--- config.mk ---
export PLATFORM = sky130hd
export DESIGN_NAME = srt_mpr_regs
export DESIGN_NICKNAME = d
export VERILOG_FILES = /design/src/hdl/refresh_timer.v /design/src/hdl/srt_mpr_regs.v
export VERILOG_INCLUDE_DIRS = /design/src /design/src/hdl
export SDC_FILE = /design/constraint.sdc
export NUM_CORES = 1
export LEC_CHECK = 0
export ABC_AREA = 1
export BUFFER_PORTS_ARGS = -buffer_cell sky130_fd_sc_hd__clkbuf_2
export CAP_MARGIN = 40
export CORE_ASPECT_RATIO = 1.2
export CORE_MARGIN = 1.5
export CORE_UTILIZATION = 35
export CTS_BUF_LIST = sky130_fd_sc_hd__clkbuf_4 sky130_fd_sc_hd__clkbuf_8
export DETAILED_ROUTE_END_ITERATION = 8
export GPL_TIMING_DRIVEN = 0
export SYNTH_ARGS = -nofsm -noshare
export SYNTH_HDL_FRONTEND = slang
export SYNTH_SLANG_ARGS = --single-unit
--- constraint.sdc ---
create_clock -name clk_i -period 2.7 [get_ports clk_i]
set_clock_uncertainty 0.05 [all_clocks]
set_input_delay 0.405 -clock clk_i [delete_from_list [all_inputs] [get_ports clk_i]]
set_output_delay 0.405 -clock clk_i [all_outputs]
set_load 0.05 [all_outputs]
--- src/hdl/srt_mpr_defs.vh ---
// Purpose: constants for the self-refresh rate and readout-mode block
// Assumes: included by its bare name from every design file
// Notes: offsets are byte addresses on a 32-bit classic Wishbone bus
`ifndef SRT_MPR_DEFS_VH
`define SRT_MPR_DEFS_VH

// ==========================================================
// Register byte offsets
`define REG_MODE_TWO     32'h0000_0000
`define REG_MODE_THREE   32'h0000_0004
`define REG_STATUS       32'h0000_0008
`define REG_RATE_PERIOD  32'h0000_000C

// ==========================================================
// Field positions
`define TWO_RATE_BIT     7
`define THREE_READOUT_BIT 2
`define MR3_LOC_LSB      0
`define ST_RATE2X_BIT    0
`define ST_MPR_BIT       1
`define ST_HIGHTEMP_BIT  2
`define ST_SRVALID_BIT   3
`define ST_CMDSEEN_BIT   4

// ==========================================================
// Reset values
`define TWO_RESET        16'h0000
`define THREE_RESET      16'h0000

// ==========================================================
// Temperature limits in degrees C, signed 8 bit
`define TEMP_NORMAL_MAX  8'h55
`define TEMP_EXT_MAX     8'h5F
`define TEMP_MIN         8'hD8

// ==========================================================
// Timing: self-refresh period in ns and cycles at 100 ns
`define CLK_PERIOD_NS    100
`define SR_1X_NS         7800
`define SR_2X_NS         3900
`define SR_1X_CYCLES     (`SR_1X_NS / `CLK_PERIOD_NS)
`define SR_2X_CYCLES     (`SR_2X_NS / `CLK_PERIOD_NS)

// ==========================================================
// Readout pattern (arbitrary neutral training pattern)
`define READOUT_PATTERN0 16'h5555
`define READOUT_PATTERN1 16'h3333
`define READOUT_PATTERN2 16'h0F0F
`define READOUT_PATTERN3 16'h00FF

`endif

--- src/hdl/refresh_timer.v ---
// Purpose: self-refresh tick generator with selectable 1x or 2x rate
// Assumes: single clock, synchronous active-high reset
// Notes: period is compared live every cycle, so a rate change acts on the current count at once
`timescale 1ns/1ps
`include "srt_mpr_defs.vh"

module refresh_timer
#(
  parameter CNT_W = 16
)
(
  // Clock and reset
  input  wire             clk_i,
  input  wire             rst_i,
  // Control
  input  wire             run_i,
  input  wire             rate_2x_i,
  // Result
  output reg              tick_o,
  output reg  [CNT_W-1:0] period_o
);

  wire [CNT_W-1:0] period_1x;
  wire [CNT_W-1:0] period_2x;
  wire [CNT_W-1:0] period_sel;
  reg  [CNT_W-1:0] count;

  // Full-width copies so the period can be cut to the counter width on purpose
  localparam [31:0] PERIOD_1X_FULL = `SR_1X_CYCLES;
  localparam [31:0] PERIOD_2X_FULL = `SR_2X_CYCLES;

  assign period_1x  = PERIOD_1X_FULL[CNT_W-1:0];
  assign period_2x  = PERIOD_2X_FULL[CNT_W-1:0];
  assign period_sel = rate_2x_i ? period_2x : period_1x;

  always @(posedge clk_i)
  begin
    if (rst_i)
    begin
      count    <= {CNT_W{1'b0}};
      tick_o   <= 1'b0;
      period_o <= {CNT_W{1'b0}};
    end
    else
    begin
      period_o <= period_sel;
      tick_o   <= 1'b0;
      if (!run_i)
        count <= {CNT_W{1'b0}};
      else if (count >= period_sel - 1'b1)
      begin
        count  <= {CNT_W{1'b0}};
        tick_o <= 1'b1;
      end
      else
        count <= count + 1'b1;
    end
  end

endmodule // refresh_timer

--- src/hdl/srt_mpr_regs.v ---
// Purpose: mode registers two and three, self-refresh rate, readout-mode read path
// Assumes: command pins sampled synchronously to clk_i; active-low pins
// Notes: Wishbone slave gives software a view and a load path for the same registers
//
// The placing of the registers and the Wishbone interface to the registers were left to the implementer.
`timescale 1ns/1ps
`include "srt_mpr_defs.vh"

module srt_mpr_regs
#(
  parameter DATA_W = 16,
  parameter ADDR_W = 16
)
(
  // Clock and reset
  input  wire              clk_i,
  input  wire              rst_i,
  // Command and address pins
  input  wire              cs_n_i,
  input  wire              ras_n_i,
  input  wire              cas_n_i,
  input  wire              we_n_i,
  input  wire [2:0]        ba_i,
  input  wire [ADDR_W-1:0] addr_i,
  // Read path
  input  wire              rd_i,
  input  wire [DATA_W-1:0] array_data_i,
  output reg  [DATA_W-1:0] rd_data_o,
  output reg               rd_valid_o,
  output reg               rd_from_pattern_o,
  // Self-refresh
  input  wire              self_refresh_i,
  input  wire [7:0]        case_temperature_i,
  output reg               sr_tick_o,
  output reg               sr_rate_2x_o,
  output reg               sr_valid_o,
  // Wishbone slave
  input  wire              cyc_i,
  input  wire              stb_i,
  input  wire              we_i,
  input  wire [31:0]       adr_i,
  input  wire [3:0]        sel_i,
  input  wire [31:0]       dat_i,
  output reg  [31:0]       dat_o,
  output reg               ack_o
);

  // ==========================================================
  // State
  reg  [15:0]       mode_register_two;
  reg  [15:0]       mode_register_three;
  reg               cmd_seen;
  wire              load_mr2;
  wire              load_mr3;
  wire              multipurpose_readout;
  wire [1:0]        readout_loc;
  wire              self_refresh_temp_range;
  wire              tick;
  wire [15:0]       period;
  wire              high_temp;
  wire              temp_ok;
  reg  [DATA_W-1:0] next_rd_data;
  reg  [31:0]       next_dat;
  wire              wb_req;
  wire              wb_wr;

  // ==========================================================
  // Command decode: mode register set with bank select
  assign load_mr3 = !cs_n_i && !ras_n_i && !cas_n_i && !we_n_i
                    && (ba_i == 3'b011);
  assign load_mr2 = !cs_n_i && !ras_n_i && !cas_n_i && !we_n_i
                    && (ba_i == 3'b010);

  // ==========================================================
  // Mode field extraction
  // The rate bit is the only field of register two acted on here; the
  // other fields are kept so software reads back what was loaded.
  assign self_refresh_temp_range = mode_register_two[`TWO_RATE_BIT];
  assign multipurpose_readout    = mode_register_three[`THREE_READOUT_BIT];
  // Location only matters while readout is on; forcing zero otherwise
  // keeps stale location bits from leaking into the read mux
  assign readout_loc = multipurpose_readout ? mode_register_three[1:0] : 2'b00;

  // ==========================================================
  // Temperature view
  // Limitation: only the upper limit is checked; the lower limit of the
  // valid range is left to the system.

  // Signed compare: high temp means above 85C
  assign high_temp = ($signed(case_temperature_i) > $signed(`TEMP_NORMAL_MAX));
  assign temp_ok   = self_refresh_temp_range
                     ? ($signed(case_temperature_i) <= $signed(`TEMP_EXT_MAX))
                     : !high_temp;

  assign wb_req = cyc_i && stb_i && !ack_o;
  assign wb_wr  = wb_req && we_i;

  // ==========================================================
  // Mode registers; pin loads win over a bus write in the same cycle
  always @(posedge clk_i)
  begin
    if (rst_i)
    begin
      mode_register_two   <= `TWO_RESET;
      mode_register_three <= `THREE_RESET;
      cmd_seen            <= 1'b0;
    end
    else
    begin
      if (load_mr2)
        mode_register_two <= addr_i[15:0];
      else if (wb_wr && adr_i == `REG_MODE_TWO)
      begin
        if (sel_i[0])
          mode_register_two[7:0] <= dat_i[7:0];
        if (sel_i[1])
          mode_register_two[15:8] <= dat_i[15:8];
      end
      // Reserved bits stored as given; the controller must send zero there
      if (load_mr3)
        mode_register_three <= addr_i[15:0];
      else if (wb_wr && adr_i == `REG_MODE_THREE)
      begin
        if (sel_i[0])
          mode_register_three[7:0] <= dat_i[7:0];
        if (sel_i[1])
          mode_register_three[15:8] <= dat_i[15:8];
      end
      // Sticky; a pin load in the clearing cycle wins
      if (load_mr2 || load_mr3)
        cmd_seen <= 1'b1;
      else if (wb_wr && adr_i == `REG_STATUS && sel_i[0] && dat_i[`ST_CMDSEEN_BIT])
        cmd_seen <= 1'b0;
    end
  end

  // ==========================================================
  // Self-refresh timer
  refresh_timer
  #(
    .CNT_W (16)
  )
  u_timer
  (
    .clk_i     (clk_i),
    .rst_i     (rst_i),
    .run_i     (self_refresh_i),
    .rate_2x_i (self_refresh_temp_range),
    .tick_o    (tick),
    .period_o  (period)
  );

  // ==========================================================
  // Read path
  always @*
  begin
    next_rd_data = array_data_i;
    if (multipurpose_readout)
    begin
      case (readout_loc)
        2'b00:   next_rd_data = `READOUT_PATTERN0;
        2'b01:   next_rd_data = `READOUT_PATTERN1;
        2'b10:   next_rd_data = `READOUT_PATTERN2;
        default: next_rd_data = `READOUT_PATTERN3;
      endcase
    end
  end

  // ==========================================================
  // Bus read mux; unmapped addresses read zero and still ack
  always @*
  begin
    next_dat = 32'h0000_0000;
    if (adr_i == `REG_MODE_TWO)
      next_dat = {16'h0000, mode_register_two};
    else if (adr_i == `REG_MODE_THREE)
      next_dat = {16'h0000, mode_register_three};
    else if (adr_i == `REG_STATUS)
      next_dat = {27'h0000000, cmd_seen, temp_ok, high_temp,
                  multipurpose_readout, self_refresh_temp_range};
    else if (adr_i == `REG_RATE_PERIOD)
      next_dat = {16'h0000, period};
  end

  // ==========================================================
  // Registered outputs
  always @(posedge clk_i)
  begin
    if (rst_i)
    begin
      rd_data_o         <= {DATA_W{1'b0}};
      rd_valid_o        <= 1'b0;
      rd_from_pattern_o <= 1'b0;
      sr_tick_o         <= 1'b0;
      sr_rate_2x_o      <= 1'b0;
      sr_valid_o        <= 1'b0;
      dat_o             <= 32'h0000_0000;
      ack_o             <= 1'b0;
    end
    else
    begin
      rd_valid_o        <= rd_i;
      rd_from_pattern_o <= rd_i && multipurpose_readout;
      if (rd_i)
        rd_data_o <= next_rd_data;
      sr_tick_o    <= tick;
      sr_rate_2x_o <= self_refresh_temp_range;
      sr_valid_o   <= temp_ok;
      ack_o        <= wb_req;
      if (wb_req && !we_i)
        dat_o <= next_dat;
    end
  end

endmodule // srt_mpr_regs

==> results of run 1 <==
==> worst paths after layout <==
check	slack, ps	from	endpoint
worst min-delay path	210	array_data_i[15]	rd_data_o[15]
worst min register to register	370	u_timer.tick_o	sr_tick_o
worst max-delay path	570	mode_register_two[7]	u_timer.count[7]
worst max register to register	570	mode_register_two[7]	u_timer.count[7]
==> layout make-up <==
type / instances / area share, %
multi-input combinational: 504 / 41.3
timing repair buffer: 140 / 11.6
clock buffer: 10 / 2.28
tap: 168 / 3.49
inverter: 90 / 5.60
clock inverter: 6 / 1.16
buffer: 47 / 4.69
sequential: 90 / 29.9
==> cell families after synthesis <==
kind of cell	Yosys count	share of synthesized area [%]
AO/OA/AOI/OAI	149	15.8
XOR/XNOR	6	1.09
adder cells (fa/ha/maj)	13	3.37
buffers and inverters	137	12.9
flip-flops	90	37.4
other	1	0.0777
AND/OR/NAND/NOR	312	29.4
==> layout by cell type (no fill, tap or decap), drive strengths merged <==
cell type  synthesis  layout
dfxtp             90      90
ha                13      13
o21bai             1       1
nor4               2       2
nand2            140     140
clkbuf            15     165
nand3             55      55
xnor2              3       3
nor3              10      10
o21a               1       1
o211ai             3       3
nand4              4       4
nor3b              2       2
o221ai             1       1
bufinv             0       1
inv               88      91
xor2               3       3
buf               32      32
a21oi             79      79
conb               1      24
clkinv             2       4
o21ai             64      64
nor2              99      99
==> report_power, final <==
| group | switching (W) | internal, W |
|---|---|---|
| clock | 0.000513 | 0.000464 |
| combinational | 0.000311 | 0.000144 |
| sequential | 0.0000214 | 0.00137 |
==> registers in the layout (all words and copies together), names as in the netlist, 3 cells and up <==
signal               cells
dat_o                   16
mode_register_three     16
mode_register_two       16
rd_data_o               16
u_timer.count           16
u_timer.period_o         3
==> routing by layer <==
layer	global-route usage (%)	routed length [um]
met1	25.8	6430
met3	2.93	647
met2	31.1	6150
met4	5.77	138
met5	0	0
==> stage by stage <==
step | power [W] | instance area [um2]
floorplan | 0.00172 | 4910
global placement | 0.00188 | 5820
detailed placement | 0.00188 | 5820
CTS | 0.00285 | 6030
global route | 0.00297 | 6030
finish | 0.00282 | 6030
==> critical path, cell delays in order (launching register included) <==
cell and delay [ps]:
sky130_fd_sc_hd__dfxtp_1 490, sky130_fd_sc_hd__inv_1 230, sky130_fd_sc_hd__ha_1 340, sky130_fd_sc_hd__a21oi_1 150
sky130_fd_sc_hd__nor2_1 50, sky130_fd_sc_hd__o21ai_0 130, sky130_fd_sc_hd__nand4_1 340, sky130_fd_sc_hd__nor3b_1 270
==> impl_metrics.xml, run 1 <==
<?xml version="1.0" encoding="UTF-8"?>
<metrics>
  <group name="worst_setup_path">
    <metric name="worst-setup-path-type" unit="">flip-flop to flip-flop</metric>
    <metric name="cp-start-kind" unit="">flip-flop</metric>
    <metric name="crit_path_max_fanout" unit="">9</metric>
    <metric name="timing.critical_path.required" unit="ps">2930</metric>
    <metric name="cp_data_arrival_time" unit="ps">2360</metric>
    <metric name="critPathCaptureType" unit="">flip-flop</metric>
    <metric name="reg2regPathDepth" unit="">7</metric>
  </group>
  <group name="power_and_ir_drop">
    <metric name="power.static_leakage" unit="nW">3.14</metric>
    <metric name="power_density" unit="mW/mm2">468</metric>
    <metric name="vdd_ir_drop_max" unit="uV">194</metric>
  </group>
  <group name="drt">
    <metric name="routed_wl" unit="mm">13.4</metric>
    <metric name="post_drt_wl_per_cell" unit="um">12.7</metric>
    <metric name="detailedRoute.firstIterationViolations" unit="">262</metric>
    <metric name="num_vias" unit="">4756</metric>
    <metric name="route.detailed.drc" unit="">0</metric>
    <metric name="post_drt_antenna_nets" unit="">0</metric>
    <metric name="via_per_inst" unit="">4.51</metric>
    <metric name="drt_pre_antenna_iters" unit="">4</metric>
  </group>
  <group name="cells_and_area">
    <metric name="post_layout_nonfiller_instances" unit="">1055</metric>
    <metric name="nets" unit="">1017</metric>
    <metric name="area_delta_synth_final" unit="%">25.0</metric>
    <metric name="insertedDiodeCount" unit="">0</metric>
    <metric name="final.fill_count" unit="">1457</metric>
    <metric name="layout.area.seq" unit="mm2">0.00180</metric>
    <metric name="share_of_the_core_filled_with_cells" unit="%">45.1</metric>
    <metric name="drive_above_1_share" unit="%">23.3</metric>
    <metric name="multiInputGateArea" unit="mm2">0.00249</metric>
  </group>
  <group name="floorplanning">
    <metric name="die-height" unit="um">132</metric>
    <metric name="design.die.area" unit="mm2">0.0145</metric>
    <metric name="io-pin-count" unit="">176</metric>
    <metric name="die_w" unit="um">110</metric>
    <metric name="start_util" unit="%">36.1</metric>
    <metric name="core" unit="mm2">0.0134</metric>
    <metric name="rows" unit="">46</metric>
  </group>
  <group name="cts">
    <metric name="clockBufferDepth" unit="">2</metric>
    <metric name="root_driver" unit="">sky130_fd_sc_hd__clkbuf_8</metric>
    <metric name="tritoncts" unit="">done</metric>
    <metric name="post_cts_resize_count" unit="">0</metric>
    <metric name="cts.hold.buffers_added" unit="">0</metric>
    <metric name="clock_sinks" unit="">90</metric>
    <metric name="htree_levels" unit="">3</metric>
    <metric name="cts_setup_buffers" unit="">0</metric>
    <metric name="clk_latency" unit="ps">360</metric>
    <metric name="clkSlewWorstSetupHoldPaths" unit="ps">100</metric>
    <metric name="cts_made_buffers" unit="">9</metric>
  </group>
  <group name="min_path">
    <metric name="timing.hold.worst_path_depth" unit="">3</metric>
    <metric name="holdCritPathClass" unit="">input pin to flip-flop</metric>
  </group>
  <group name="synthesis">
    <metric name="synth.top_cell.area_share" unit="%">37.4</metric>
    <metric name="synth_most_common_cell" unit="">sky130_fd_sc_hd__nand2_1</metric>
    <metric name="yosys_most_used_dff" unit="">sky130_fd_sc_hd__dfxtp_1</metric>
    <metric name="synthArstFlopShare" unit="%">0</metric>
    <metric name="synth_seq_area_share" unit="%">37.4</metric>
    <metric name="post_synth_main_area_contributors" unit="">sky130_fd_sc_hd__dfxtp_1 37%, sky130_fd_sc_hd__nand2_1 11%, sky130_fd_sc_hd__a21oi_1 8.2%</metric>
    <metric name="synth_common_cells" unit="">137 x sky130_fd_sc_hd__nand2_1, 94 x sky130_fd_sc_hd__nor2_1, 90 x sky130_fd_sc_hd__dfxtp_1</metric>
    <metric name="postSynthRegisterBits" unit="">90</metric>
    <metric name="post_synth_instance_area" unit="mm2">0.00482</metric>
    <metric name="synth_cells" unit="">708</metric>
    <metric name="syn_avg_cell_area" unit="um2">6.81</metric>
    <metric name="synth.largest_area_cell" unit="">sky130_fd_sc_hd__dfxtp_1</metric>
    <metric name="synth_edf_count" unit="">0</metric>
    <metric name="ys.warnings.count" unit="">0</metric>
    <metric name="ys_types" unit="">35</metric>
  </group>
  <group name="sta">
    <metric name="max_slew.worst_pin.slew" unit="ps">607</metric>
    <metric name="relSlewSlack" unit="%">59.6</metric>
    <metric name="rsz0062_at_grt" unit="">no</metric>
    <metric name="final_max_slew_viol_count" unit="">0</metric>
    <metric name="final.setup.tns" unit="ps">0</metric>
    <metric name="final_min_period_over_clock_period" unit="%">79.0</metric>
    <metric name="setup_ws" unit="ps">566</metric>
    <metric name="fmaxAchievable" unit="GHz">0.469</metric>
    <metric name="layout_min_cycle_time" unit="ps">2130</metric>
    <metric name="fin_hold_ws" unit="ps">212</metric>
    <metric name="finalSetupViolations" unit="">0</metric>
    <metric name="final-hold-violation-count" unit="">0</metric>
  </group>
  <group name="placed_design">
    <metric name="port_buffers" unit="">140</metric>
    <metric name="globalplace.congestion" unit="">0.835</metric>
    <metric name="post-place-cells" unit="">1039</metric>
    <metric name="pre_cts_slack" unit="ps">557</metric>
    <metric name="dpl.hpwl" unit="mm">10.5</metric>
  </group>
  <group name="job">
    <metric name="drv_cap" unit="">0</metric>
  </group>
  <group name="grt">
    <metric name="initial_antenna_violation_count" unit="">0</metric>
    <metric name="globalRouteTotalUtil" unit="%">19.1</metric>
    <metric name="grt_pass1_vias" unit="">4338</metric>
    <metric name="wire_length_of_the_first_global_routing_pass" unit="mm">21.6</metric>
    <metric name="grt.overflow.total" unit="">0</metric>
    <metric name="pin_count_of_the_biggest_net_entering_global_routing" unit="">17</metric>
  </group>
  <group name="status">
    <metric name="status" unit="">finished clean</metric>
  </group>
</metrics>
Power figures use the tool's default switching activity.
==> run 2: changes to the inputs <==
==> constraint.sdc (replaced) <==
create_clock -name clk_i -period 1.8 [get_ports clk_i]
set_clock_uncertainty 0.05 [all_clocks]
set_input_delay 0.27 -clock clk_i [delete_from_list [all_inputs] [get_ports clk_i]]
set_output_delay 0.27 -clock clk_i [all_outputs]
set_load 0.05 [all_outputs]
==> impl_metrics.xml, run 2 (same netlist as run 1, synthesis figures left out) <==
<?xml version="1.0" encoding="UTF-8"?>
<metrics>
  <group name="cells_and_area">
    <metric name="nets" unit="">1023</metric>
    <metric name="layout.cells.most_common_list" unit="">140 x sky130_fd_sc_hd__clkbuf_2, 137 x sky130_fd_sc_hd__nand2_1, 94 x sky130_fd_sc_hd__nor2_1</metric>
    <metric name="drive_above_1_share" unit="%">24.3</metric>
    <metric name="insertedDiodeCount" unit="">0</metric>
    <metric name="share_of_the_core_filled_with_cells" unit="%">45.7</metric>
    <metric name="final_common_cell" unit="">sky130_fd_sc_hd__clkbuf_2</metric>
    <metric name="area_delta_synth_final" unit="%">26.5</metric>
  </group>
  <group name="drt">
    <metric name="post_drt_wl_per_cell" unit="um">12.7</metric>
    <metric name="detailedRoute.firstIterationViolations" unit="">259</metric>
    <metric name="routed_wl" unit="mm">13.5</metric>
    <metric name="post_drt_antenna_nets" unit="">0</metric>
    <metric name="route.detailed.drc" unit="">0</metric>
    <metric name="drt_pre_antenna_iters" unit="">5</metric>
    <metric name="num_vias" unit="">4818</metric>
    <metric name="via_per_inst" unit="">4.54</metric>
  </group>
  <group name="cts">
    <metric name="cts.hold.buffers_added" unit="">0</metric>
    <metric name="clockBufferDepth" unit="">2</metric>
    <metric name="clock_sinks" unit="">90</metric>
    <metric name="clk_latency" unit="ps">370</metric>
    <metric name="tritoncts" unit="">done</metric>
    <metric name="cts_made_buffers" unit="">9</metric>
    <metric name="clkSlewWorstSetupHoldPaths" unit="ps">100</metric>
    <metric name="htree_levels" unit="">3</metric>
    <metric name="root_driver" unit="">sky130_fd_sc_hd__clkbuf_8</metric>
  </group>
  <group name="sta">
    <metric name="final-hold-violation-count" unit="">0</metric>
    <metric name="setup_ws" unit="ps">52.5</metric>
    <metric name="layout_min_cycle_time" unit="ps">1750</metric>
    <metric name="final.setup.tns" unit="ps">0</metric>
    <metric name="final_max_slew_viol_count" unit="">0</metric>
    <metric name="relSlewSlack" unit="%">60.7</metric>
    <metric name="final_min_period_over_clock_period" unit="%">97.1</metric>
    <metric name="fin_hold_ws" unit="ps">74.3</metric>
    <metric name="fmaxAchievable" unit="GHz">0.572</metric>
    <metric name="max_slew.worst_pin.slew" unit="ps">590</metric>
    <metric name="finalSetupViolations" unit="">0</metric>
  </group>
  <group name="grt">
    <metric name="grt_pass1_vias" unit="">4354</metric>
    <metric name="initial_antenna_violation_count" unit="">0</metric>
    <metric name="wire_length_of_the_first_global_routing_pass" unit="mm">21.6</metric>
    <metric name="pin_count_of_the_biggest_net_entering_global_routing" unit="">17</metric>
    <metric name="grt.overflow.total" unit="">0</metric>
    <metric name="globalRouteTotalUtil" unit="%">19.2</metric>
  </group>
  <group name="worst_setup_path">
    <metric name="critPathCaptureType" unit="">flip-flop</metric>
    <metric name="reg2reg_to" unit="">u_timer.count[1]</metric>
    <metric name="cpMaxStageDelayCell" unit="">sky130_fd_sc_hd__dfxtp_4</metric>
    <metric name="critical_path.max_stage_delay" unit="ps">400</metric>
    <metric name="timing.rr.start" unit="">mode_register_two[7]</metric>
    <metric name="path_cells" unit="">clkinvlp_4, ha_4, a21oi_1, nor2_1, o21ai_0, nand4_1, buf_4, nor3b_2</metric>
    <metric name="timing.critical_path.required" unit="ps">2050</metric>
    <metric name="cp_data_arrival_time" unit="ps">2000</metric>
    <metric name="crit_path_start" unit="">mode_register_two[7]</metric>
    <metric name="cp-start-kind" unit="">flip-flop</metric>
    <metric name="worst-setup-path-type" unit="">flip-flop to flip-flop</metric>
    <metric name="reg2regPathDepth" unit="">8</metric>
    <metric name="setup.worst_path.end" unit="">u_timer.count[1]</metric>
    <metric name="reg2reg_setup_slack" unit="ps">50</metric>
    <metric name="crit_path_max_fanout" unit="">7</metric>
  </group>
  <group name="power_and_ir_drop">
    <metric name="total_power" unit="W">0.00424</metric>
    <metric name="vdd_ir_drop_max" unit="uV">292</metric>
    <metric name="power.static_leakage" unit="nW">3.17</metric>
    <metric name="power_density" unit="mW/mm2">694</metric>
  </group>
  <group name="placed_design">
    <metric name="port_buffers" unit="">140</metric>
    <metric name="pre_cts_slack" unit="ps">-343</metric>
    <metric name="dpl.hpwl" unit="mm">10.5</metric>
    <metric name="globalplace.congestion" unit="">0.835</metric>
  </group>
  <group name="floorplanning">
    <metric name="core" unit="mm2">0.0134</metric>
    <metric name="die-height" unit="um">132</metric>
    <metric name="die_w" unit="um">110</metric>
    <metric name="design.die.area" unit="mm2">0.0145</metric>
    <metric name="rows" unit="">46</metric>
    <metric name="io-pin-count" unit="">176</metric>
    <metric name="start_util" unit="%">36.1</metric>
  </group>
  <group name="status">
    <metric name="status" unit="">finished clean</metric>
  </group>
  <group name="min_path">
    <metric name="holdCritPathClass" unit="">input pin to flip-flop</metric>
  </group>
  <group name="job">
    <metric name="drv_cap" unit="">0</metric>
  </group>
</metrics>
-- run 2: changes by cell type in the layout (fill, tap and decap cells not counted), sizes merged --
cell	previous run	this run
buf	32	38
clkinvlp	0	1
inv	91	90
-- run 2: power by group --
group	internal, W	leakage (nW)	switching [W]
Sequential	0.00205	0.737	0.0000322
Combinational	0.000218	2.33	0.000469
Clock	0.000695	0.108	0.000771
Total	0.00297	3.17	0.00127
-- run 2: layout make-up --
class                   instances  area (um2)
plain buffers                  47         283
clock buffers                  10         138
clock inverters                 6        70.1
fillers                      1451        7250
inverters                      90         342
multi-input cells             504        2510
flip-flops and latches         90        1810
well taps                     168         210
repair buffers                146         746
-- run 2: what timing repair did --
action | in CTS | in global routing
setup buffers | 4 | 2
setup endpoints to repair | 10 | 10
cloned | 0 | 0
endpoints found under the hold margin | 0 | 0
gates resized for setup | 4 | 2
pin swaps | 1 | 1
-- run 2: metal layers --
| metal | vias to the layer above | global-route usage, % | share of wire [%] |
|---|---|---|---|
| met5 | - | 0 | 0 |
| met4 | 0 | 5.98 | 1.1 |
| met3 | 10 | 2.93 | 5.4 |
| met2 | 136 | 31.2 | 46 |
| met1 | 2086 | 25.7 | 47 |
| li1 | 2586 | - | - |
-- run 2: through the flow --
stage | instance area, um2 | instances
final | 6100 | 1061
after detailed placement | 5820 | 1039
after global routing | 6100 | 1061
after global placement | 5820 | 1039
after floorplan | 4910 | 731
after CTS | 6070 | 1059
-- run 2: how the worst min path moves through the flow --
stage                     startpoint       endpoint  slack, ps  cells after the start
finish              array_data_i[15]  rd_data_o[15]         70                      3
CTS                 array_data_i[15]  rd_data_o[15]         60                      3
global route         array_data_i[5]   rd_data_o[5]         70                      3
floorplan             u_timer.tick_o      sr_tick_o        340                      2
detailed placement    u_timer.tick_o      sr_tick_o        350                      2
global placement      u_timer.tick_o      sr_tick_o        340                      2
-- run 2: critical path, delay by kind of cell, from the launching register on --
kind | cells | cell delay (ps)
flops | 1 | 400
compound gates | 2 | 300
buf+inv | 2 | 340
simple gates | 3 | 340
fa+ha+maj | 1 | 240
